File: src/verilog/tpg_regs.vh
// Register indices, field positions and reset values of the test pattern unit.
`ifndef TPG_REGS_VH
`define TPG_REGS_VH

// Register indices within the serial parameter category.
`define TPG_IDX_ENABLE_GAIN   8'h24
`define TPG_IDX_SELECT_CTRL   8'h25
`define TPG_IDX_CR_LEVEL_S2   8'h27
`define TPG_IDX_CR_LEVEL_S1   8'h28
`define TPG_IDX_CB_LEVEL_S2   8'h29
`define TPG_IDX_CB_LEVEL_S1   8'h2A

// Field positions in pattern_enable_gain.
`define TPG_ENABLE_BIT        3
`define TPG_GAIN_LSB          6

// Field positions in pattern_select_control.
`define TPG_TYPE_LSB          0
`define TPG_ORIENT_BIT        2
`define TPG_RAMP_BIT          3
`define TPG_SPLIT_BIT         4
`define TPG_COLOUR_LSB        5

// Pattern type codes.
`define TPG_PAT_COLOUR_BAR    2'h0
`define TPG_PAT_RASTER        2'h1
`define TPG_PAT_IMPULSE       2'h2
`define TPG_PAT_SERIAL        2'h3
`define TPG_COLOUR_RAMP       3'h7

// Reset values.
`define TPG_RST_ENABLE_GAIN   8'h40
`define TPG_RST_SELECT_CTRL   8'h00
`define TPG_RST_LEVEL         8'h80

// Active frame geometry.
`define TPG_ACTIVE_W          11'h2D0
`define TPG_ACTIVE_H          10'h1E0

`endif

File: src/verilog/tpg_colour_rom.v
// Fixed chroma line levels for the raster and bar colours.
`timescale 1ns/1ps
`default_nettype none

module tpg_colour_rom (
    // Colour code, 0 to 7; code 7 gives 10h on all four levels
    input  wire [2:0] colour,
    // Four levels: cr_s2, cr_s1, cb_s2, cb_s1
    output reg  [7:0] cr_s2,
    output reg  [7:0] cr_s1,
    output reg  [7:0] cb_s2,
    output reg  [7:0] cb_s1
);

    always @* begin
        case (colour)
            3'h0: begin cr_s2 = 8'h80; cr_s1 = 8'h60; cb_s2 = 8'h60; cb_s1 = 8'h80; end
            3'h1: begin cr_s2 = 8'h60; cr_s1 = 8'h40; cb_s2 = 8'h60; cb_s1 = 8'h40; end
            3'h2: begin cr_s2 = 8'h40; cr_s1 = 8'h60; cb_s2 = 8'h40; cb_s1 = 8'h60; end
            3'h3: begin cr_s2 = 8'h20; cr_s1 = 8'h40; cb_s2 = 8'h40; cb_s1 = 8'h20; end
            3'h4: begin cr_s2 = 8'h60; cr_s1 = 8'h20; cb_s2 = 8'h20; cb_s1 = 8'h60; end
            3'h5: begin cr_s2 = 8'h40; cr_s1 = 8'h00; cb_s2 = 8'h20; cb_s1 = 8'h20; end
            3'h6: begin cr_s2 = 8'h20; cr_s1 = 8'h20; cb_s2 = 8'h00; cb_s1 = 8'h40; end
            default: begin cr_s2 = 8'h10; cr_s1 = 8'h10; cb_s2 = 8'h10; cb_s1 = 8'h10; end
        endcase
    end

endmodule // tpg_colour_rom

`default_nettype wire

File: src/verilog/tpg_test_pattern_unit.v
// Test pattern unit: serial parameter bytes, pattern synthesis and output select.
`timescale 1ns/1ps
`default_nettype none

`include "tpg_regs.vh"

// What this block does
// Enable bit 1 outputs the test pattern; 0 passes normal video.
// Gain code 0 gives zero, 1 unity, 2 doubled, 3 quadrupled.
// Type field picks colour bar, raster, impulse or serial chroma pattern.
// Raster colour codes 0 to 6 give W, Ye, Cy, G, Mg, R, B.
// Raster colour code 7 gives a horizontal ramp, overriding other selections; here split and gain still apply.
// Ramp-add superimposes a ramp; on impulse it inverts the display instead.
// Ramp-add has no effect on the serially programmed pattern.
// Orientation 0 lays the pattern out horizontally, 1 vertically.
// The added ramp always runs perpendicular to the pattern.
// Split bit 1 shares the screen between pattern and live image.
// Four independent 8-bit chroma line levels feed the serial pattern.
// Software should program near-ideal levels, e.g. white 80h 60h 60h 80h.
// Software sets the auto control hold bit before configuring the generator.
// Software loads matrix, hue, mode and white balance presets beforehand.
// One sample per pixel clock, located by active horizontal and vertical counters.
module tpg_test_pattern_unit (
    // Clock and reset
    input  wire        clk,
    input  wire        sys_rst,
    // Serial parameter write and read port
    input  wire        param_wr,
    input  wire [7:0]  param_index,
    input  wire [7:0]  param_wdata,
    output reg  [7:0]  param_rdata,
    // Video timing from the processor
    input  wire        line_start,
    input  wire        frame_start,
    input  wire        active,
    // Live video in
    input  wire [7:0]  live_luma,
    input  wire [7:0]  live_chroma,
    // Video out
    output reg  [7:0]  out_luma,
    output reg  [7:0]  out_chroma,
    output reg         pattern_area
);

    reg  [7:0]  enable_gain_q;
    reg  [7:0]  select_ctrl_q;
    reg  [7:0]  cr_level_s2_q;
    reg  [7:0]  cr_level_s1_q;
    reg  [7:0]  cb_level_s2_q;
    reg  [7:0]  cb_level_s1_q;
    reg  [10:0] hcount_q;
    reg  [9:0]  vcount_q;
    reg         phase_q;
    reg         line_q;

    wire        pattern_display_enable = enable_gain_q[`TPG_ENABLE_BIT];
    wire [1:0]  pattern_gain_select    = enable_gain_q[`TPG_GAIN_LSB +: 2];
    wire [1:0]  pattern_type_select    = select_ctrl_q[`TPG_TYPE_LSB +: 2];
    wire        pattern_orientation    = select_ctrl_q[`TPG_ORIENT_BIT];
    wire        ramp_overlay_enable    = select_ctrl_q[`TPG_RAMP_BIT];
    wire        live_image_split       = select_ctrl_q[`TPG_SPLIT_BIT];
    wire [2:0]  raster_colour_select   = select_ctrl_q[`TPG_COLOUR_LSB +: 3];

    // Parameter bytes. Unlisted indices are ignored on write and read zero.
    always @(posedge clk or posedge sys_rst) begin
        if (sys_rst) begin
            enable_gain_q <= `TPG_RST_ENABLE_GAIN;
            select_ctrl_q <= `TPG_RST_SELECT_CTRL;
            cr_level_s2_q <= `TPG_RST_LEVEL;
            cr_level_s1_q <= `TPG_RST_LEVEL;
            cb_level_s2_q <= `TPG_RST_LEVEL;
            cb_level_s1_q <= `TPG_RST_LEVEL;
        end else if (param_wr) begin
            case (param_index)
                `TPG_IDX_ENABLE_GAIN: enable_gain_q <= param_wdata;
                `TPG_IDX_SELECT_CTRL: select_ctrl_q <= param_wdata;
                `TPG_IDX_CR_LEVEL_S2: cr_level_s2_q <= param_wdata;
                `TPG_IDX_CR_LEVEL_S1: cr_level_s1_q <= param_wdata;
                `TPG_IDX_CB_LEVEL_S2: cb_level_s2_q <= param_wdata;
                `TPG_IDX_CB_LEVEL_S1: cb_level_s1_q <= param_wdata;
                default: ;
            endcase
        end
    end

    always @* begin
        case (param_index)
            `TPG_IDX_ENABLE_GAIN: param_rdata = enable_gain_q;
            `TPG_IDX_SELECT_CTRL: param_rdata = select_ctrl_q;
            `TPG_IDX_CR_LEVEL_S2: param_rdata = cr_level_s2_q;
            `TPG_IDX_CR_LEVEL_S1: param_rdata = cr_level_s1_q;
            `TPG_IDX_CB_LEVEL_S2: param_rdata = cb_level_s2_q;
            `TPG_IDX_CB_LEVEL_S1: param_rdata = cb_level_s1_q;
            default:              param_rdata = 8'h00;
        endcase
    end

    // Active-video position counters; phase alternates per pixel, line per row.
    always @(posedge clk or posedge sys_rst) begin
        if (sys_rst) begin
            hcount_q <= 11'h000;
            vcount_q <= 10'h000;
            phase_q  <= 1'b0;
            line_q   <= 1'b0;
        end else begin
            if (frame_start) begin
                vcount_q <= 10'h000;
                line_q   <= 1'b0;
            end else if (line_start) begin
                vcount_q <= vcount_q + 10'h001;
                line_q   <= ~line_q;
            end
            if (line_start || frame_start) begin
                hcount_q <= 11'h000;
                phase_q  <= 1'b0;
            end else if (active) begin
                hcount_q <= hcount_q + 11'h001;
                phase_q  <= ~phase_q;
            end
        end
    end

    // Pattern axis follows orientation; ramp axis is always the other one.
    wire [10:0] vcount_w   = {1'b0, vcount_q};
    wire [10:0] pat_pos    = pattern_orientation ? vcount_w : hcount_q;
    wire [10:0] pat_span   = pattern_orientation ? {1'b0, `TPG_ACTIVE_H} : `TPG_ACTIVE_W;
    wire [10:0] ramp_pos   = pattern_orientation ? hcount_q : vcount_w;
    wire [10:0] ramp_span  = pattern_orientation ? `TPG_ACTIVE_W : {1'b0, `TPG_ACTIVE_H};

    // Eight bars across the pattern axis; index 7 is black.
    wire [13:0] bar_prod   = {pat_pos, 3'h0};
    wire [2:0]  bar_index  = (bar_prod >= {3'h0, pat_span} * 14'h0007) ? 3'h7 :
                             (bar_prod >= {3'h0, pat_span} * 14'h0006) ? 3'h6 :
                             (bar_prod >= {3'h0, pat_span} * 14'h0005) ? 3'h5 :
                             (bar_prod >= {3'h0, pat_span} * 14'h0004) ? 3'h4 :
                             (bar_prod >= {3'h0, pat_span} * 14'h0003) ? 3'h3 :
                             (bar_prod >= {3'h0, pat_span} * 14'h0002) ? 3'h2 :
                             (bar_prod >= {3'h0, pat_span}) ? 3'h1 : 3'h0;
    // Ramp value: position scaled to 8 bits over a 1024-step axis, or a 512-step axis where the ramp span is 512 or less.
    wire [7:0]  hramp      = hcount_q[9:2];
    wire [7:0]  xramp      = (ramp_span > 11'h200) ? ramp_pos[9:2] : ramp_pos[8:1];

    wire [2:0]  rom_colour = (pattern_type_select == `TPG_PAT_COLOUR_BAR) ? bar_index
                                                                          : raster_colour_select;
    wire [7:0]  rom_cr_s2;
    wire [7:0]  rom_cr_s1;
    wire [7:0]  rom_cb_s2;
    wire [7:0]  rom_cb_s1;

    tpg_colour_rom u_rom (
        .colour (rom_colour),
        .cr_s2  (rom_cr_s2),
        .cr_s1  (rom_cr_s1),
        .cb_s2  (rom_cb_s2),
        .cb_s1  (rom_cb_s1)
    );

    // Luma is the mean of the CR S2 and CB S1 levels; chroma picks CR or CB by line and S2 or S1 by pixel phase.
    reg  [7:0]  pat_luma;
    reg  [7:0]  pat_chroma;
    reg  [8:0]  luma_sum;
    reg  [8:0]  ramp_sum;
    wire        impulse    = (pat_pos[5:0] == 6'h00);

    always @* begin
        pat_luma   = 8'h00;
        pat_chroma = 8'h80;
        luma_sum   = 9'h000;
        ramp_sum   = 9'h000;
        if (raster_colour_select == `TPG_COLOUR_RAMP) begin
            pat_luma = hramp;
        end else begin
            case (pattern_type_select)
                `TPG_PAT_COLOUR_BAR, `TPG_PAT_RASTER: begin
                    luma_sum   = {1'b0, rom_cr_s2} + {1'b0, rom_cb_s1};
                    pat_luma   = luma_sum[8:1];
                    pat_chroma = line_q ? (phase_q ? rom_cb_s1 : rom_cb_s2)
                                        : (phase_q ? rom_cr_s1 : rom_cr_s2);
                end
                `TPG_PAT_IMPULSE: begin
                    pat_luma = impulse ? 8'hFF : 8'h00;
                    if (ramp_overlay_enable) begin
                        pat_luma = ~pat_luma;
                    end
                end
                `TPG_PAT_SERIAL: begin
                    luma_sum   = {1'b0, cr_level_s2_q} + {1'b0, cb_level_s1_q};
                    pat_luma   = luma_sum[8:1];
                    pat_chroma = line_q ? (phase_q ? cb_level_s1_q : cb_level_s2_q)
                                        : (phase_q ? cr_level_s1_q : cr_level_s2_q);
                end
                default: ;
            endcase
            // The serial pattern never takes a ramp.
            if (ramp_overlay_enable && pattern_type_select != `TPG_PAT_IMPULSE
                && pattern_type_select != `TPG_PAT_SERIAL) begin
                ramp_sum = {1'b0, pat_luma[7:1]} + {1'b0, xramp[7:1]};
                pat_luma = ramp_sum[8] ? 8'hFF : ramp_sum[7:0];
            end
        end
    end

    // Gain saturates rather than wrapping so bright bars stay white.
    reg  [9:0]  gain_luma;
    always @* begin
        case (pattern_gain_select)
            2'h0:    gain_luma = 10'h000;
            2'h1:    gain_luma = {2'h0, pat_luma};
            2'h2:    gain_luma = {1'h0, pat_luma, 1'h0};
            2'h3:    gain_luma = {pat_luma, 2'h0};
            default: gain_luma = 10'h000;
        endcase
    end
    wire [7:0]  gained     = (gain_luma[9:8] != 2'h0) ? 8'hFF : gain_luma[7:0];

    // Split keeps the pattern in the left half and live video in the right.
    wire        in_pattern = pattern_display_enable &&
                             (!live_image_split || hcount_q < (`TPG_ACTIVE_W >> 1));

    always @(posedge clk or posedge sys_rst) begin
        if (sys_rst) begin
            out_luma     <= 8'h00;
            out_chroma   <= 8'h80;
            pattern_area <= 1'b0;
        end else begin
            pattern_area <= in_pattern;
            if (in_pattern) begin
                out_luma   <= gained;
                out_chroma <= pat_chroma;
            end else begin
                out_luma   <= live_luma;
                out_chroma <= live_chroma;
            end
        end
    end

endmodule // tpg_test_pattern_unit

`default_nettype wire

File: config.mk
export PLATFORM = sky130hd
export DESIGN_NAME = tpg_test_pattern_unit
export DESIGN_NICKNAME = d
export VERILOG_FILES = /design/src/verilog/tpg_colour_rom.v /design/src/verilog/tpg_test_pattern_unit.v
export VERILOG_INCLUDE_DIRS = /design/src /design/src/verilog
export SDC_FILE = /design/constraint.sdc
export NUM_CORES = 1
export LEC_CHECK = 0
export BUFFER_PORTS_ARGS = -buffer_cell sky130_fd_sc_hd__buf_2
export CAP_MARGIN = 20
export CORE_MARGIN = 10
export CORE_UTILIZATION = 33
export CTS_BUF_LIST = sky130_fd_sc_hd__clkbuf_4 sky130_fd_sc_hd__clkbuf_8
export DETAILED_ROUTE_END_ITERATION = 6
export GPL_TIMING_DRIVEN = 1
export HOLD_SLACK_MARGIN = 0.02
export PLACE_DENSITY = 0.48
export SLEW_MARGIN = 0
export SYNTH_ARGS = -nofsm -noshare
export SYNTH_HDL_FRONTEND = slang
export SYNTH_HIERARCHICAL = 1
export SYNTH_SLANG_ARGS = --single-unit
File: constraint.sdc
create_clock -name clk -period 6.8 [get_ports clk]
set_clock_uncertainty 0.15 [all_clocks]
set_input_delay 1.02 -clock clk [delete_from_list [all_inputs] [get_ports clk]]
set_output_delay 1.02 -clock clk [all_outputs]
set_load 0.02 [all_outputs]
After elaboration in Yosys (flattened, before gate mapping) --
Cells that the tools add are included.
Storage, ports and cells: input bits 38, latch bits 0, bits in writable memories 0, ROM bits 0, register bits after elaboration 88, memories kept 0, output and inout port bits 25
Cells by class: divide/modulo/power cells 0, reduce and logical (&&, ||, !) cells 32, multiplexer cells 45, order comparisons 9, shift operators 0, bitwise operators 3, multipliers 4, equality and inequality tests 21, add/sub/neg operators 5
Operator list (number):
- two-way mux 8 bit | 17
- case mux 8 bit (4 select lines) | 2
- case mux 7 bit (4 select lines) | 2
- two-way mux 10 bit | 5
- equality test 8 x 6 -> 1 bit (second input constant) | 6
- case mux 8 bit (6 select lines) | 1
- greater-or-equal comparator 14 x 13 -> 1 bit | 3
- case mux 10 bit (4 select lines) | 1
- two-way mux 11 bit | 3
- greater-or-equal comparator 14 x 12 -> 1 bit | 2
- multiplier 10 x 3 -> 13 bit (second input constant) | 2
- OR reduction 2 bit | 13
- multiplier 10 x 2 -> 12 bit (second input constant) | 2
- case mux 8 bit (3 select lines) | 1
- adder 8 x 8 -> 9 bit | 2
- case mux 8 bit (2 select lines) | 1
- two-way mux 3 bit | 5
- greater-or-equal comparator 14 x 10 -> 1 bit | 1
- greater-or-equal comparator 14 x 11 -> 1 bit | 1
- equality test 3 bit (second input constant) | 4
- AND reduction 2 bit | 6
- adder 11 x 1 -> 11 bit (second input constant) | 1
- < comparator 11 x 9 -> 1 bit (second input constant) | 1
- adder 10 x 1 -> 10 bit (second input constant) | 1
- other kinds (18) | 36

Longest topological paths before layout --
Gate-level depths: netlist (run 1).
depth after elaboration 24, depth in mapped cells 32, mapped depth without buffers 27

Modules after synthesis --
Netlist (run 1), hierarchy kept.
By module, submodules not included:
- tpg_test_pattern_unit | instances 1, area an instance 6338.6 µm², sequential area each 2209.6 µm², cells an instance 656
- tpg_colour_rom | instances 1, area an instance 287.8 µm², sequential area each 0.0 µm², cells an instance 40

Worst setup path before layout (run 1) --
Ideal clock, no wire load.
path kind reg-to-reg, start register select_ctrl_q[2], end register out_luma[4], slack 185 ps, stages on the path, launching flop included 32, setup time 141 ps, path buffers 5, arrival 6324 ps, path through dfrtp_1 -> buf_6 -> clkbuf_1 -> clkbuf_1 -> mux2_2 -> ha_1 -> or2_2 -> clkbuf_1 -> a21boi_0 -> o22ai_1 -> o31ai_1 -> a22o_1 -> nand2_1 -> or2_2 -> o22a_1 -> buf_2 -> inv_2 -> ha_1 -> ha_1 -> a221oi_1 -> xnor2_1 -> nor2_1 -> nor2_1 -> ha_1 -> o21a_1 -> o31a_1 -> o21ai_0 -> a21o_1 -> a31oi_1 -> a211oi_4 -> o311ai_1 -> o311ai_1
RTL lines:
- start, declared | line tpg_test_pattern_unit.v:46 | reg [7:0] select_ctrl_q;
- start signal, assigned | line tpg_test_pattern_unit.v:68 | select_ctrl_q <= `TPG_RST_SELECT_CTRL;
- start signal, assigned | line tpg_test_pattern_unit.v:76 | `TPG_IDX_SELECT_CTRL: select_ctrl_q <= param_wdata;
- two-way mux 10 bit (no source line) or two-way mux 11 bit (tied branches)
- multiplier 10 x 3 -> 13 bit or greater-or-equal comparator 14 x 12 -> 1 bit (tied branches) | line tpg_test_pattern_unit.v:134, tpg_test_pattern_unit.v:135
- greater-or-equal comparator 14 x 13 -> 1 bit or two-way mux 3 bit (tied branches) | line tpg_test_pattern_unit.v:134, tpg_test_pattern_unit.v:135
- two-way mux 3 bit | line tpg_test_pattern_unit.v:134 | (bar_prod >= {3'h0, pat_span} * 14'h0005) ? 3'h5 :
- two-way mux 3 bit | line tpg_test_pattern_unit.v:133 | (bar_prod >= {3'h0, pat_span} * 14'h0006) ? 3'h6 :
- two-way mux 3 bit (*) | line tpg_test_pattern_unit.v:132 | wire [2:0] bar_index = (bar_prod >= {3'h0, pat_span} * 14'h0007) ? 3'h7 :
- two-way mux 3 bit (*) | line tpg_test_pattern_unit.v:143 | wire [2:0] rom_colour = (pattern_type_select == `TPG_PAT_COLOUR_BAR) ? bar_index
- named net rom_colour[2] | line tpg_test_pattern_unit.v:143
- (+3 left out)
- named net rom_cb_s1[5] | line tpg_test_pattern_unit.v:148 | wire [7:0] rom_cb_s1;
- (+3 left out)
- adder 7 x 7 -> 8 bit | line tpg_test_pattern_unit.v:197 | ramp_sum = {1'b0, pat_luma[7:1]} + {1'b0, xramp[7:1]};
- two-way mux 8 bit | line tpg_test_pattern_unit.v:198 | pat_luma = ramp_sum[8] ? 8'hFF : ramp_sum[7:0];
- two-way mux 8 bit (*) | line tpg_test_pattern_unit.v:195 | if (ramp_overlay_enable && pattern_type_select != `TPG_PAT_IMPULSE
- two-way mux 8 bit (*) | line tpg_test_pattern_unit.v:170 | if (raster_colour_select == `TPG_COLOUR_RAMP) begin
- case mux 10 bit (4 select lines) (*) | line tpg_test_pattern_unit.v:206 | case (pattern_gain_select)
- nonzero test 2 bit | line tpg_test_pattern_unit.v:214 | wire [7:0] gained = (gain_luma[9:8] != 2'h0) ? 8'hFF : gain_luma[7:0];
- two-way mux 8 bit (*) | line tpg_test_pattern_unit.v:214
- two-way mux 8 bit (*) | line tpg_test_pattern_unit.v:227 | if (in_pattern) begin
- end signal, assigned | line tpg_test_pattern_unit.v:228 | out_luma <= gained;
- end signal, assigned | line tpg_test_pattern_unit.v:231 | out_luma <= live_luma;
- end, declared | line tpg_test_pattern_unit.v:40 | output reg [7:0] out_luma,
The timed path passes the listed nets; every way through them passes the cells marked *. The select of a mux whose other input is x is not followed. A chain may end at the register's enable or synchronous reset.

Worst setup path after layout (run 1) --
start register hcount_q[1], end register out_luma[4]
RTL lines:
- start, declared | line tpg_test_pattern_unit.v:51 | reg [10:0] hcount_q;
- start signal, assigned | line tpg_test_pattern_unit.v:117 | hcount_q <= hcount_q + 11'h001;
- two-way mux 11 bit (*) | line tpg_test_pattern_unit.v:125 | wire [10:0] pat_pos = pattern_orientation ? vcount_w : hcount_q;
- greater-or-equal comparator 14 x 12 -> 1 bit | line tpg_test_pattern_unit.v:135 | (bar_prod >= {3'h0, pat_span} * 14'h0004) ? 3'h4 :
- two-way mux 3 bit | line tpg_test_pattern_unit.v:135
- two-way mux 3 bit | line tpg_test_pattern_unit.v:134
- two-way mux 3 bit | line tpg_test_pattern_unit.v:133
- two-way mux 3 bit (*) | line tpg_test_pattern_unit.v:132
- two-way mux 3 bit (*) | line tpg_test_pattern_unit.v:143
- named net rom_colour[2] | line tpg_test_pattern_unit.v:143
- (+3 left out)
- named net rom_cb_s1[5] | line tpg_test_pattern_unit.v:148
- (+3 left out)
- adder 7 x 7 -> 8 bit | line tpg_test_pattern_unit.v:197
- two-way mux 8 bit | line tpg_test_pattern_unit.v:198
- two-way mux 8 bit (*) | line tpg_test_pattern_unit.v:195
- two-way mux 8 bit (*) | line tpg_test_pattern_unit.v:170
- case mux 10 bit (4 select lines) (*) | line tpg_test_pattern_unit.v:206
- nonzero test 2 bit | line tpg_test_pattern_unit.v:214
- two-way mux 8 bit (*) | line tpg_test_pattern_unit.v:214
- two-way mux 8 bit (*) | line tpg_test_pattern_unit.v:227
Marked as above.

==> impl_table.tex, run 1 <==
\begin{tabular}{lr}
\hline
Metric & Value \\
\hline
\multicolumn{2}{l}{\textbf{Cells and area}} \\
Largest registers & hcount\_q x11, vcount\_q x10 \\
Antenna diodes & 0 \\
Layout filler cell count & a little over 2000 \\
Max reg flops & 11 \\
Finished Cell Area & about 0.0073 mm2 \\
Final Net Count & about 800 \\
Final cell count without fillers & between 1000 and 1500 \\
Post-synthesis to final-layout area growth & 10.5\% \\
Largest reg by FF count & hcount\_q \\
Proportion of layout cells with a drive suffix above 1 & 0.256 \\
\multicolumn{2}{l}{\textbf{Timing}} \\
Sum of negative setup slack & 0 ns \\
Highest attainable clock frequency & about 160 MHz \\
Tmin final & about 6.3 ns \\
Slew Viols, Final & 0 \\
Headroom to the max-slew limit & 0.300 \\
Final worst setup slack & about 0.47 ns \\
Tcrit/Tclk final & 0.930 \\
Finish-stage setup viols & 0 \\
Slew at the pin closest to its max-slew limit & roughly 1.0 ns \\
Final number of hold-violating endpoints & 0 \\
\multicolumn{2}{l}{\textbf{Critical path}} \\
Worst setup path startpoint & hcount\_q[1] \\
Class of the most critical setup path & register to register \\
Arrival time of the worst setup path & about 6.4 ns \\
Most frequent CP cell & ha\_1 \\
Crit path capture type & register \\
Biggest fanout along the worst timing path & 8 \\
Maximum cell stage delay along the critical path & 0.48 ns \\
Data required, critical path & a little under 7 ns \\
Reg2Reg Launch Point & hcount\_q[1] \\
Count of buffering cells on the critical path with inverters included & 1 \\
Cell family with the largest share of critical-path delay & compound AO/OA/AOI/OAI gates \\
Kind of launch point of the worst setup path & register \\
Critical path's slowest cell & dfrtp\_1 \\
\multicolumn{2}{l}{\textbf{Floorplanning}} \\
Effective utilization at floorplan & 0.338 \\
Die span in y & roughly 160 um \\
Row count & 51 \\
Die width & approximately 160 um \\
Placeable core region & about 0.020 mm2 \\
I/O pins & 63 \\
Total Die Area & between 0.02 and 0.03 mm2 \\
\multicolumn{2}{l}{\textbf{Yosys}} \\
Most used standard cell by instance count after synthesis & dfrtp\_1 \\
Cell taking the most area after synthesis & dfrtp\_1 \\
Area share of the leading cell type in the synthesized netlist & 0.310 \\
Leading post-synthesis cells by cell area & dfrtp\_1 31\%, mux2\_2 9.7\%, mux4\_2 5.4\% \\
Fraction of the yosys area taken by sequential cells & 0.333 \\
Count of distinct cell types in the synthesized netlist & 76 \\
Cell types with the highest counts after synthesis & 82 x dfrtp\_1, 71 x nor2\_1, 57 x mux2\_2 \\
Number of warning messages in the yosys log & 6 \\
Most used DFF post-synth & dfrtp\_1 \\
Synthesized cell area & 0.00663 mm2 \\
Number of flops mapped to enable cells by yosys & 0 \\
Post-synth ARST share & 1.00 \\
Number of instances in the synthesized netlist & around 700 \\
FF+latch count, synth & 88 \\
Avg Synthesized Cell Area & approximately 9.5 um2 \\
\multicolumn{2}{l}{\textbf{Min path}} \\
Worst hold path type & input pin to asynchronous set/reset pin \\
\multicolumn{2}{l}{\textbf{Global route}} \\
Global-route wire length before repair & roughly 33 mm \\
Largest net degree at the start of global routing & 80 \\
Overall Global Routing Usage & 0.157 \\
Vias in the first global route & approximately 5800 \\
Global route overflow & 0 \\
Initial antenna violation count & 0 \\
\multicolumn{2}{l}{\textbf{Drt}} \\
Number of design-rule violations left by the first detailed-router iteration & between 400 and 500 \\
Routed vias & 5490 \\
Final wirelength & slightly above 20 mm \\
Antenna violation net count after detailed routing & 0 \\
Routed via count divided by cell count & between 5 and 6 \\
Drt drc & 0 \\
Routed length per placed instance & approximately 20 um \\
Number of search-and-repair iterations in the first detailed-routing pass & 5 \\
\multicolumn{2}{l}{\textbf{Pwr}} \\
Switching share of total power & 0.367 \\
Combinational share of power & 0.346 \\
Net switching power of the design & roughly 0.54 mW \\
Peak VDD IR & 88.6 uV \\
Power Density & approximately 200 mW/mm2 \\
Leakage dissipation & roughly 3.3 nW \\
Sequential Power Share & 0.386 \\
Int Pwr & approximately 0.94 mW \\
Clock network fraction of total power & 0.268 \\
\multicolumn{2}{l}{\textbf{Clock network}} \\
Maximum clock path buffer count & 2 \\
Insertion delay of the later-clocked pin in the worst-skew pair & around 0.40 ns \\
Cts repair resizes & 0 \\
TritonCTS clock tree & done \\
Post-CTS setup repair buffer count & 0 \\
Number of hold-repair buffers added at the cts stage & 0 \\
CTS Buf Count & 9 \\
Post-CTS clock slew at the launch and capture registers of the worst setup and hold paths & roughly 0.11 ns \\
Clock root buffer & clkbuf\_8 \\
H-Tree Level Count & 3 \\
Clock sink count & 88 \\
\multicolumn{2}{l}{\textbf{Place}} \\
Cell count after placement & approximately 980 \\
Routability congestion estimate from global placement & roughly 0.88 \\
Worst setup slack before clock tree synthesis & around 0.4 ns \\
Input/output buffers & 62 \\
Area of placed instances & roughly 0.007 mm2 \\
Post-detail-place hpwl & roughly 15 mm \\
\multicolumn{2}{l}{\textbf{Run}} \\
Max-cap violations & 0 \\
\multicolumn{2}{l}{\textbf{Run status}} \\
Result of the run & finished clean \\
\hline
\end{tabular}
placed cells by master (no fill, tap or decap), types with 8 or more instances in the layout:
cell and count:
a21o_1 9, a21oi_1 25, a222oi_1 13, a22oi_1 11, buf_2 64, clkbuf_8 9, conb_1 18, dfrtp_1 82
ha_1 27, inv_1 19, mux2_2 57, mux2i_1 8, mux4_2 16, nand2_1 52, nand3_1 21, nand4_1 10
nor2_1 71, nor3_1 18, o21ai_0 24, o31ai_1 11, xnor2_1 14, xor2_1 19
per-stage QoR:
step | hold slack (ns) | util | total power [mW]
after global placement | 0.338 | 0.361 | 1.08
after CTS | 0.337 | 0.371 | 1.49
after detailed placement | 0.353 | 0.361 | 1.08
after global routing | 0.340 | 0.374 | 1.58
final | 0.344 | 0.374 | 1.48
after floorplan | 0.330 | - | 0.965
cell families (layout without fill, tap and decap cells):
family / Yosys count / count (layout) / synth area share
AND/OR/NAND/NOR: 220 / 220 / 0.166
AO/OA/AOI/OAI: 159 / 159 / 0.173
flip-flops: 88 / 88 / 0.333
buffers and inverters: 84 / 109 / 0.0600
multiplexers: 81 / 81 / 0.163
XOR/XNOR: 33 / 33 / 0.0436
adder cells (fa/ha/maj): 30 / 30 / 0.0600
other: 1 / 18 / 0.000566
power by group through the flow:
| stage | Clock (mW) | Sequential [mW] | Combinational, mW |
|---|---|---|---|
| detailed placement | 0 | 0.580 | 0.499 |
| floorplan | 0 | 0.574 | 0.390 |
| finish | 0.397 | 0.570 | 0.512 |
| CTS | 0.413 | 0.570 | 0.502 |
| global placement | 0 | 0.579 | 0.499 |
| global route | 0.436 | 0.574 | 0.572 |
area by class of cell:
| type | instances | area, um2 | share of cell area |
|---|---|---|---|
| clock inverter | 7 | 78.8 | 0.0108 |
| inverter | 22 | 83.8 | 0.0114 |
| clock buffer | 9 | 124 | 0.0169 |
| tap | 265 | 332 | 0.0453 |
| sequential | 88 | 2210 | 0.302 |
| multi-input combinational | 541 | 4100 | 0.560 |
| timing repair buffer | 71 | 393 | 0.0537 |
path summary, 6_finish.rpt:
path | to | depth (start not counted) | slack, ns
worst max-delay path | out_luma[4] | 26 | 0.47
worst min-delay path | cr_level_s1_q[2] | 2 | 0.34
worst max register to register | out_luma[4] | 26 | 0.47
worst min register to register | enable_gain_q[1] | 1 | 0.37
max in group asynchronous | out_chroma[7] | 4 | 5.16
min in group clk | enable_gain_q[1] | 1 | 0.37
per-layer routing:
layer | global-route usage | wire length, um | up-vias
li1 | - | - | 2613
met1 | 0.202 | 9120 | 2739
met2 | 0.268 | 10100 | 124
met3 | 0.0270 | 790 | 14
met4 | 0.0360 | 213 | 0
met5 | 0 | 0 | -
Note: power is estimated with default switching activity, not from simulation.
==> run 2: changes to the inputs <==
BUFFER_PORTS_ARGS = unset   (was -buffer_cell sky130_fd_sc_hd__buf_2)
DONT_BUFFER_PORTS = 1   (was unset)
PLACE_DENSITY = 0.45   (was 0.48)
==> run 2 against run 1 <==
Die area did not move. Register-to-register slack is essentially flat. Final area down 4.3%. First-iteration DRC count up 6.3%. Clock-buffer cell count is 1 higher. Global-route usage down 0.13 points. Routed wire length up 1.1%. Combinational power fell by 6.4%. Hold slack improved by 0.021 ns. Final cell count shrank 6.1%. Largest power group unchanged.
==> impl_table.tex, run 2 (synthesized netlist as in run 1, its figures left out) <==
\begin{tabular}{lr}
\hline
Metric & Value \\
\hline
\multicolumn{2}{l}{\textbf{Run status}} \\
Result of the run & finished clean \\
\multicolumn{2}{l}{\textbf{Clock network}} \\
H-Tree Level Count & 3 (unchanged) \\
Clock sink count & 88 (unchanged) \\
Clock root buffer & clkbuf\_8 \\
TritonCTS clock tree & done \\
Post-CTS clock slew at the launch and capture registers of the worst setup and hold paths & 0.11 ns (about the same) \\
Maximum clock path buffer count & 2 (unchanged) \\
CTS Buf Count & 9 (unchanged) \\
Insertion delay of the later-clocked pin in the worst-skew pair & 0.39 ns (about the same) \\
\multicolumn{2}{l}{\textbf{Cells and area}} \\
Layout filler cell count & 1990 (-1.6\%) \\
Final standard cell utilization of the core & 0.358 (-0.0162) \\
Antenna diodes & 0 (unchanged) \\
Most common library cell in the layout ignoring fill and taps & dfrtp\_1 \\
Proportion of layout cells with a drive suffix above 1 & 0.189 (-0.0670) \\
Post-synthesis to final-layout area growth & 5.70\% \\
Finished Cell Area & 0.00700 mm2 (-4.3\%) \\
Final Net Count & 740 (-7.6\%) \\
Final cell count without fillers & 942 (-6.1\%) \\
Highest-count cells in the layout ignoring fill and taps & 82 x dfrtp\_1, 71 x nor2\_1, 57 x mux2\_2 \\
Largest reg by FF count & hcount\_q \\
Largest registers & hcount\_q x11, vcount\_q x10 \\
Sequential cell area & 0.00221 mm2 (unchanged) \\
Area taken by multi-input logic gates & 0.00410 mm2 (-0.15\%) \\
Max reg flops & 11 (unchanged) \\
\multicolumn{2}{l}{\textbf{Drt}} \\
Drt drc & 0 (unchanged) \\
Routed length per placed instance & 21.7 um (+7.7\%) \\
Number of design-rule violations left by the first detailed-router iteration & 459 (+6.3\%) \\
Number of search-and-repair iterations in the first detailed-routing pass & 6 (+1) \\
Antenna violation net count after detailed routing & 0 (unchanged) \\
Final wirelength & 20.5 mm (+1.1\%) \\
Routed via count divided by cell count & 5.71 (+4.3\%) \\
Routed vias & 5377 (-2.1\%) \\
\multicolumn{2}{l}{\textbf{Critical path}} \\
Critical path's slowest cell & dfrtp\_1 \\
Capturing instance or port of the critical path & out\_luma[4] \\
Arrival time of the worst setup path & 6.45 ns (+0.03 ns) \\
Data required, critical path & 6.92 ns (+0.03 ns) \\
Kind of launch point of the worst setup path & register \\
Flop-to-flop setup slack & 0.47 ns (about the same) \\
Class of the most critical setup path & register to register \\
Biggest fanout along the worst timing path & 7 (-1) \\
Worst setup path startpoint & hcount\_q[1] \\
Reg-to-reg endpoint & out\_luma[4] \\
Crit path capture type & register \\
Reg2Reg Launch Point & hcount\_q[1] \\
Register-to-Register Path Depth & 26 (unchanged) \\
Maximum cell stage delay along the critical path & 0.48 ns (about the same) \\
Most frequent CP cell & ha\_1 \\
\multicolumn{2}{l}{\textbf{Timing}} \\
Tmin final & 6.33 ns (+0.00738 ns) \\
Finish-stage setup viols & 0 (unchanged) \\
Tcrit/Tclk final & 0.931 (+0.00109) \\
Final number of hold-violating endpoints & 0 (unchanged) \\
Slew at the pin closest to its max-slew limit & 1.07 ns (+0.0228 ns) \\
Highest attainable clock frequency & 158 MHz (-0.12\%) \\
Headroom to the max-slew limit & 0.286 (-0.0145) \\
WHS & 0.364 ns (+0.0206 ns) \\
Slew Viols, Final & 0 (unchanged) \\
\multicolumn{2}{l}{\textbf{Floorplanning}} \\
Row count & 51 (unchanged) \\
Total Die Area & 0.0261 mm2 (unchanged) \\
Effective utilization at floorplan & 0.338 (unchanged) \\
Die width & 162 um (unchanged) \\
Placeable core region & 0.0196 mm2 (unchanged) \\
Die span in y & 162 um (unchanged) \\
I/O pins & 63 (unchanged) \\
\multicolumn{2}{l}{\textbf{Place}} \\
Post-detail-place hpwl & 15.5 mm (-0.12\%) \\
Routability congestion estimate from global placement & 0.849 (-3.2\%) \\
Area of placed instances & 0.00677 mm2 (-4.2\%) \\
Cell count after placement & 924 (-6.1\%) \\
Input/output buffers & 0 (-100\%) \\
\multicolumn{2}{l}{\textbf{Global route}} \\
Initial antenna violation count & 0 (unchanged) \\
Overall Global Routing Usage & 0.155 (-0.00133) \\
Largest net degree at the start of global routing & 61 (-24\%) \\
Global route overflow & 0 (unchanged) \\
Vias in the first global route & 5445 (-5.4\%) \\
Global-route wire length before repair & 32.1 mm (-2.4\%) \\
\multicolumn{2}{l}{\textbf{Min path}} \\
Hold Path Cell Cnt & 1 \\
Worst hold path type & register to register \\
\multicolumn{2}{l}{\textbf{Pwr}} \\
Peak VDD IR & 84.5 uV (-4.6\%) \\
Power Density & 204 mW/mm2 (+0.81\%) \\
Leakage dissipation & 3.08 nW (-8.0\%) \\
\multicolumn{2}{l}{\textbf{Run}} \\
Max-cap violations & 0 (unchanged) \\
\hline
\end{tabular}
==> run 2: what timing repair did <==
| action | CTS | global route |
|---|---|---|
| hold buffers | 0 | 0 |
| gates resized for setup | 0 | 2 |
| endpoints found under the setup margin | 0 | 7 |
| setup buffers | 0 | 0 |
==> run 2: area by class of cell <==
type,instances,area share
clock buffers,10,0.0188
clock inverters,6,0.00822
inverters,22,0.0120
multi-input cells,541,0.585
flip-flops and latches,88,0.315
well taps,265,0.0473
repair buffers,10,0.0136
==> run 2: through the flow <==
step | power [mW] | setup WS [ns] | TNS (ns)
2_1_floorplan | 0.965 | 0.185 | 0
3_3_place_gp | 1.05 | 0.578 | 0
3_5_place_dp | 1.06 | 0.376 | 0
4_1_cts | 1.42 | 0.352 | 0
5_1_grt | 1.51 | -0.0177 | -0.0177
6_report | 1.43 | 0.466 | 0
==> run 2: critical path: cells and delay by family, from the launching register on <==
| kind | cells | cell delay (ns) |
|---|---|---|
| simple gates | 6 | 1.01 |
| compound gates | 13 | 2.67 |
| buf+inv | 1 | 0.18 |
| mux | 1 | 0.30 |
| flops | 1 | 0.48 |
| xor+xnor | 1 | 0.19 |
| fa+ha+maj | 4 | 1.23 |
==> run 2: worst min-delay path by stage <==
stage,startpoint,to,slack (ns)
2_1_floorplan,enable_gain_q[5],enable_gain_q[5],0.33
5_1_grt,enable_gain_q[5],enable_gain_q[5],0.38
6_report,enable_gain_q[4],enable_gain_q[4],0.36
3_5_place_dp,enable_gain_q[4],enable_gain_q[4],0.34
4_1_cts,enable_gain_q[1],enable_gain_q[1],0.37
3_3_place_gp,enable_gain_q[5],enable_gain_q[5],0.34
==> run 2: metal layers <==
metal | part of all wire | vias to the layer above | routed length [um] | track usage
met5 | 0 | - | 0 | 0
met4 | 0.019 | 0 | 393 | 0.0451
met3 | 0.052 | 26 | 1070 | 0.0286
met2 | 0.47 | 167 | 9650 | 0.251
met1 | 0.46 | 2690 | 9340 | 0.208
li1 | - | 2494 | - | -
==> run 2: power by group <==
part	internal (mW)	switching (mW)	leakage, nW
clock	0.142	0.224	0.0889
sequential	0.546	0.0351	1.16
combinational	0.205	0.275	1.83
==> run 3: changes to the inputs <==
CELL_PAD_IN_SITES_DETAIL_PLACEMENT = 0   (was unset)
CELL_PAD_IN_SITES_GLOBAL_PLACEMENT = 1   (was unset)
PLACE_DENSITY = 0.56   (was 0.45)
==> run 3 against run 2 <==
Global-route usage is 0.13 points higher. Critical path depth did not move. Final cell count is 0.11% higher. Clock-buffer cell count fell by 1. Sequential share of layout area grew 0.073 points.
==> impl_table.tex, run 3 (synthesized netlist as in run 1, its figures left out) <==
\begin{tabular}{lr}
\hline
Metric & Value \\
\hline
\multicolumn{2}{l}{\textbf{Critical path}} \\
Kind of launch point of the worst setup path & register \\
Data required, critical path & 6.89 ns (-0.03 ns) \\
Arrival time of the worst setup path & 6.36 ns (-0.09 ns) \\
Biggest fanout along the worst timing path & 8 (+1) \\
Class of the most critical setup path & register to register \\
Crit path capture type & register \\
\multicolumn{2}{l}{\textbf{Clock network}} \\
CTS Buf Count & 9 (unchanged) \\
Insertion delay of the later-clocked pin in the worst-skew pair & 0.39 ns (about the same) \\
Clock sink count & 88 (unchanged) \\
TritonCTS clock tree & done \\
Post-CTS clock slew at the launch and capture registers of the worst setup and hold paths & 0.11 ns (about the same) \\
H-Tree Level Count & 3 (unchanged) \\
Number of hold-repair buffers added at the cts stage & 0 (unchanged) \\
Maximum clock path buffer count & 2 (unchanged) \\
Clock root buffer & clkbuf\_8 \\
\multicolumn{2}{l}{\textbf{Place}} \\
Routability congestion estimate from global placement & 0.860 (+1.4\%) \\
Input/output buffers & 0 (unchanged) \\
Cell count after placement & 925 (+0.11\%) \\
Post-detail-place hpwl & 15.5 mm (+0.20\%) \\
Area of placed instances & 0.00678 mm2 (+0.11\%) \\
\multicolumn{2}{l}{\textbf{Floorplanning}} \\
Effective utilization at floorplan & 0.338 (unchanged) \\
Die width & 162 um (unchanged) \\
Placeable core region & 0.0196 mm2 (unchanged) \\
Die span in y & 162 um (unchanged) \\
Total Die Area & 0.0261 mm2 (unchanged) \\
Row count & 51 (unchanged) \\
I/O pins & 63 (unchanged) \\
\multicolumn{2}{l}{\textbf{Drt}} \\
Routed length per placed instance & 21.7 um (about the same) \\
Number of search-and-repair iterations in the first detailed-routing pass & 5 (-1) \\
Number of design-rule violations left by the first detailed-router iteration & 372 (-19\%) \\
Drt drc & 0 (unchanged) \\
Routed vias & 5419 (+0.78\%) \\
Final wirelength & 20.5 mm (+0.13\%) \\
Antenna violation net count after detailed routing & 0 (unchanged) \\
Routed via count divided by cell count & 5.75 (+0.67\%) \\
\multicolumn{2}{l}{\textbf{Global route}} \\
Global-route wire length before repair & 32.4 mm (+0.88\%) \\
Vias in the first global route & 5511 (+1.2\%) \\
Initial antenna violation count & 1 (+1) \\
Global route overflow & 0 (unchanged) \\
Overall Global Routing Usage & 0.157 (+0.00131) \\
Largest net degree at the start of global routing & 59 (-3.3\%) \\
\multicolumn{2}{l}{\textbf{Cells and area}} \\
Final Net Count & 741 (+0.14\%) \\
Proportion of layout cells with a drive suffix above 1 & 0.189 (-0.000279) \\
Largest reg by FF count & hcount\_q \\
Final cell count without fillers & 943 (+0.11\%) \\
Post-synthesis to final-layout area growth & 5.46\% \\
Max reg flops & 11 (unchanged) \\
Highest-count cells in the layout ignoring fill and taps & 82 x dfrtp\_1, 71 x nor2\_1, 57 x mux2\_2 \\
Most common library cell in the layout ignoring fill and taps & dfrtp\_1 \\
Largest registers & hcount\_q x11, vcount\_q x10 \\
Final standard cell utilization of the core & 0.357 (-0.000831) \\
Antenna diodes & 0 (unchanged) \\
Sequential cell area & 0.00221 mm2 (unchanged) \\
Layout filler cell count & 1983 (-0.35\%) \\
Finished Cell Area & 0.00699 mm2 (-0.23\%) \\
Area taken by multi-input logic gates & 0.00409 mm2 (-0.15\%) \\
\multicolumn{2}{l}{\textbf{Run}} \\
Max-cap violations & 0 (unchanged) \\
\multicolumn{2}{l}{\textbf{Timing}} \\
Final number of hold-violating endpoints & 0 (unchanged) \\
Slew at the pin closest to its max-slew limit & 1.06 ns (-0.0119 ns) \\
Highest attainable clock frequency & 159 MHz (+0.96\%) \\
Setup repair after global routing missed its margin & no \\
Tcrit/Tclk final & 0.923 (-0.00889) \\
WHS & 0.366 ns (+0.00155 ns) \\
Headroom to the max-slew limit & 0.293 (+0.00723) \\
Sum of negative setup slack & 0 ns (unchanged) \\
Tmin final & 6.27 ns (-0.0605 ns) \\
Finish-stage setup viols & 0 (unchanged) \\
Slew Viols, Final & 0 (unchanged) \\
\multicolumn{2}{l}{\textbf{Pwr}} \\
Power Density & 203 mW/mm2 (-0.35\%) \\
Peak VDD IR & 80.4 uV (-4.9\%) \\
Leakage dissipation & 3.08 nW (+0.11\%) \\
\multicolumn{2}{l}{\textbf{Run status}} \\
Result of the run & finished clean \\
\multicolumn{2}{l}{\textbf{Min path}} \\
Worst hold path type & register to register \\
\hline
\end{tabular}
==> run 3: area by class of cell <==
cell class / instances / area share
clock buffers: 9 / 0.0177
flip-flops and latches: 88 / 0.316
well taps: 265 / 0.0474
multi-input cells: 541 / 0.585
inverters: 22 / 0.0120
repair buffers: 11 / 0.0136
clock inverters: 7 / 0.00788
==> run 3: what timing repair did <==
action,CTS,global route
setup endpoints to repair,0,4
resized for setup,0,2
setup buffers,0,0
==> run 3: final timing paths <==
path / end / cells after the start / slack (ns) / start
max: out_luma[4] / 26 / 0.53 / hcount_q[1]
min: enable_gain_q[4] / 1 / 0.37 / enable_gain_q[4]
max reg2reg: out_luma[4] / 26 / 0.53 / hcount_q[1]
min reg2reg: enable_gain_q[4] / 1 / 0.37 / enable_gain_q[4]
max in group asynchronous: select_ctrl_q[7] / 2 / 4.96 / sys_rst
min in group asynchronous: hcount_q[10] / 1 / 0.38 / sys_rst
==> run 3: worst max-delay path: stages (launching register included) <==
cell      delay (ns)
dfrtp_1         0.49
mux2_2          0.30
ha_1            0.28
or2_2           0.35
a21boi_0        0.17
o22ai_1         0.13
o31ai_1         0.21
a22o_1          0.16
nand2_1         0.06
or2_2           0.31
o22a_1          0.33
inv_2           0.15
ha_1            0.27
ha_1            0.38
a221oi_1        0.41
xnor2_1         0.16
nor2_1          0.11
nor2_1          0.05
ha_1            0.32
o21a_1          0.13
o31a_1          0.15
o21ai_1         0.09
a21o_1          0.20
a31oi_2         0.24
a211oi_4        0.11
o311ai_1        0.28
o311ai_1        0.13
==> run 3: per-stage QoR <==
step	setup slack (ns)	power (mW)
after floorplan	0.185	0.965
after global placement	0.548	1.05
after detailed placement	0.431	1.06
after CTS	0.412	1.42
after global routing	0.0142	1.51
final	0.526	1.42
==> run 3: metal layers <==
metal	global-route usage	wire length, um	up-vias
met3	0.0331	974	18
met5	0	13	-
met2	0.258	9740	155
li1	-	-	2503
met4	0.0434	308	2
met1	0.204	9450	2741
==> run 3: report_power, final <==
| part | internal, mW | switching, mW | total [mW] |
|---|---|---|---|
| sequential | 0.546 | 0.0340 | 0.580 |
| combinational | 0.204 | 0.275 | 0.479 |
| clock | 0.137 | 0.222 | 0.359 |
| total | 0.886 | 0.531 | 1.42 |
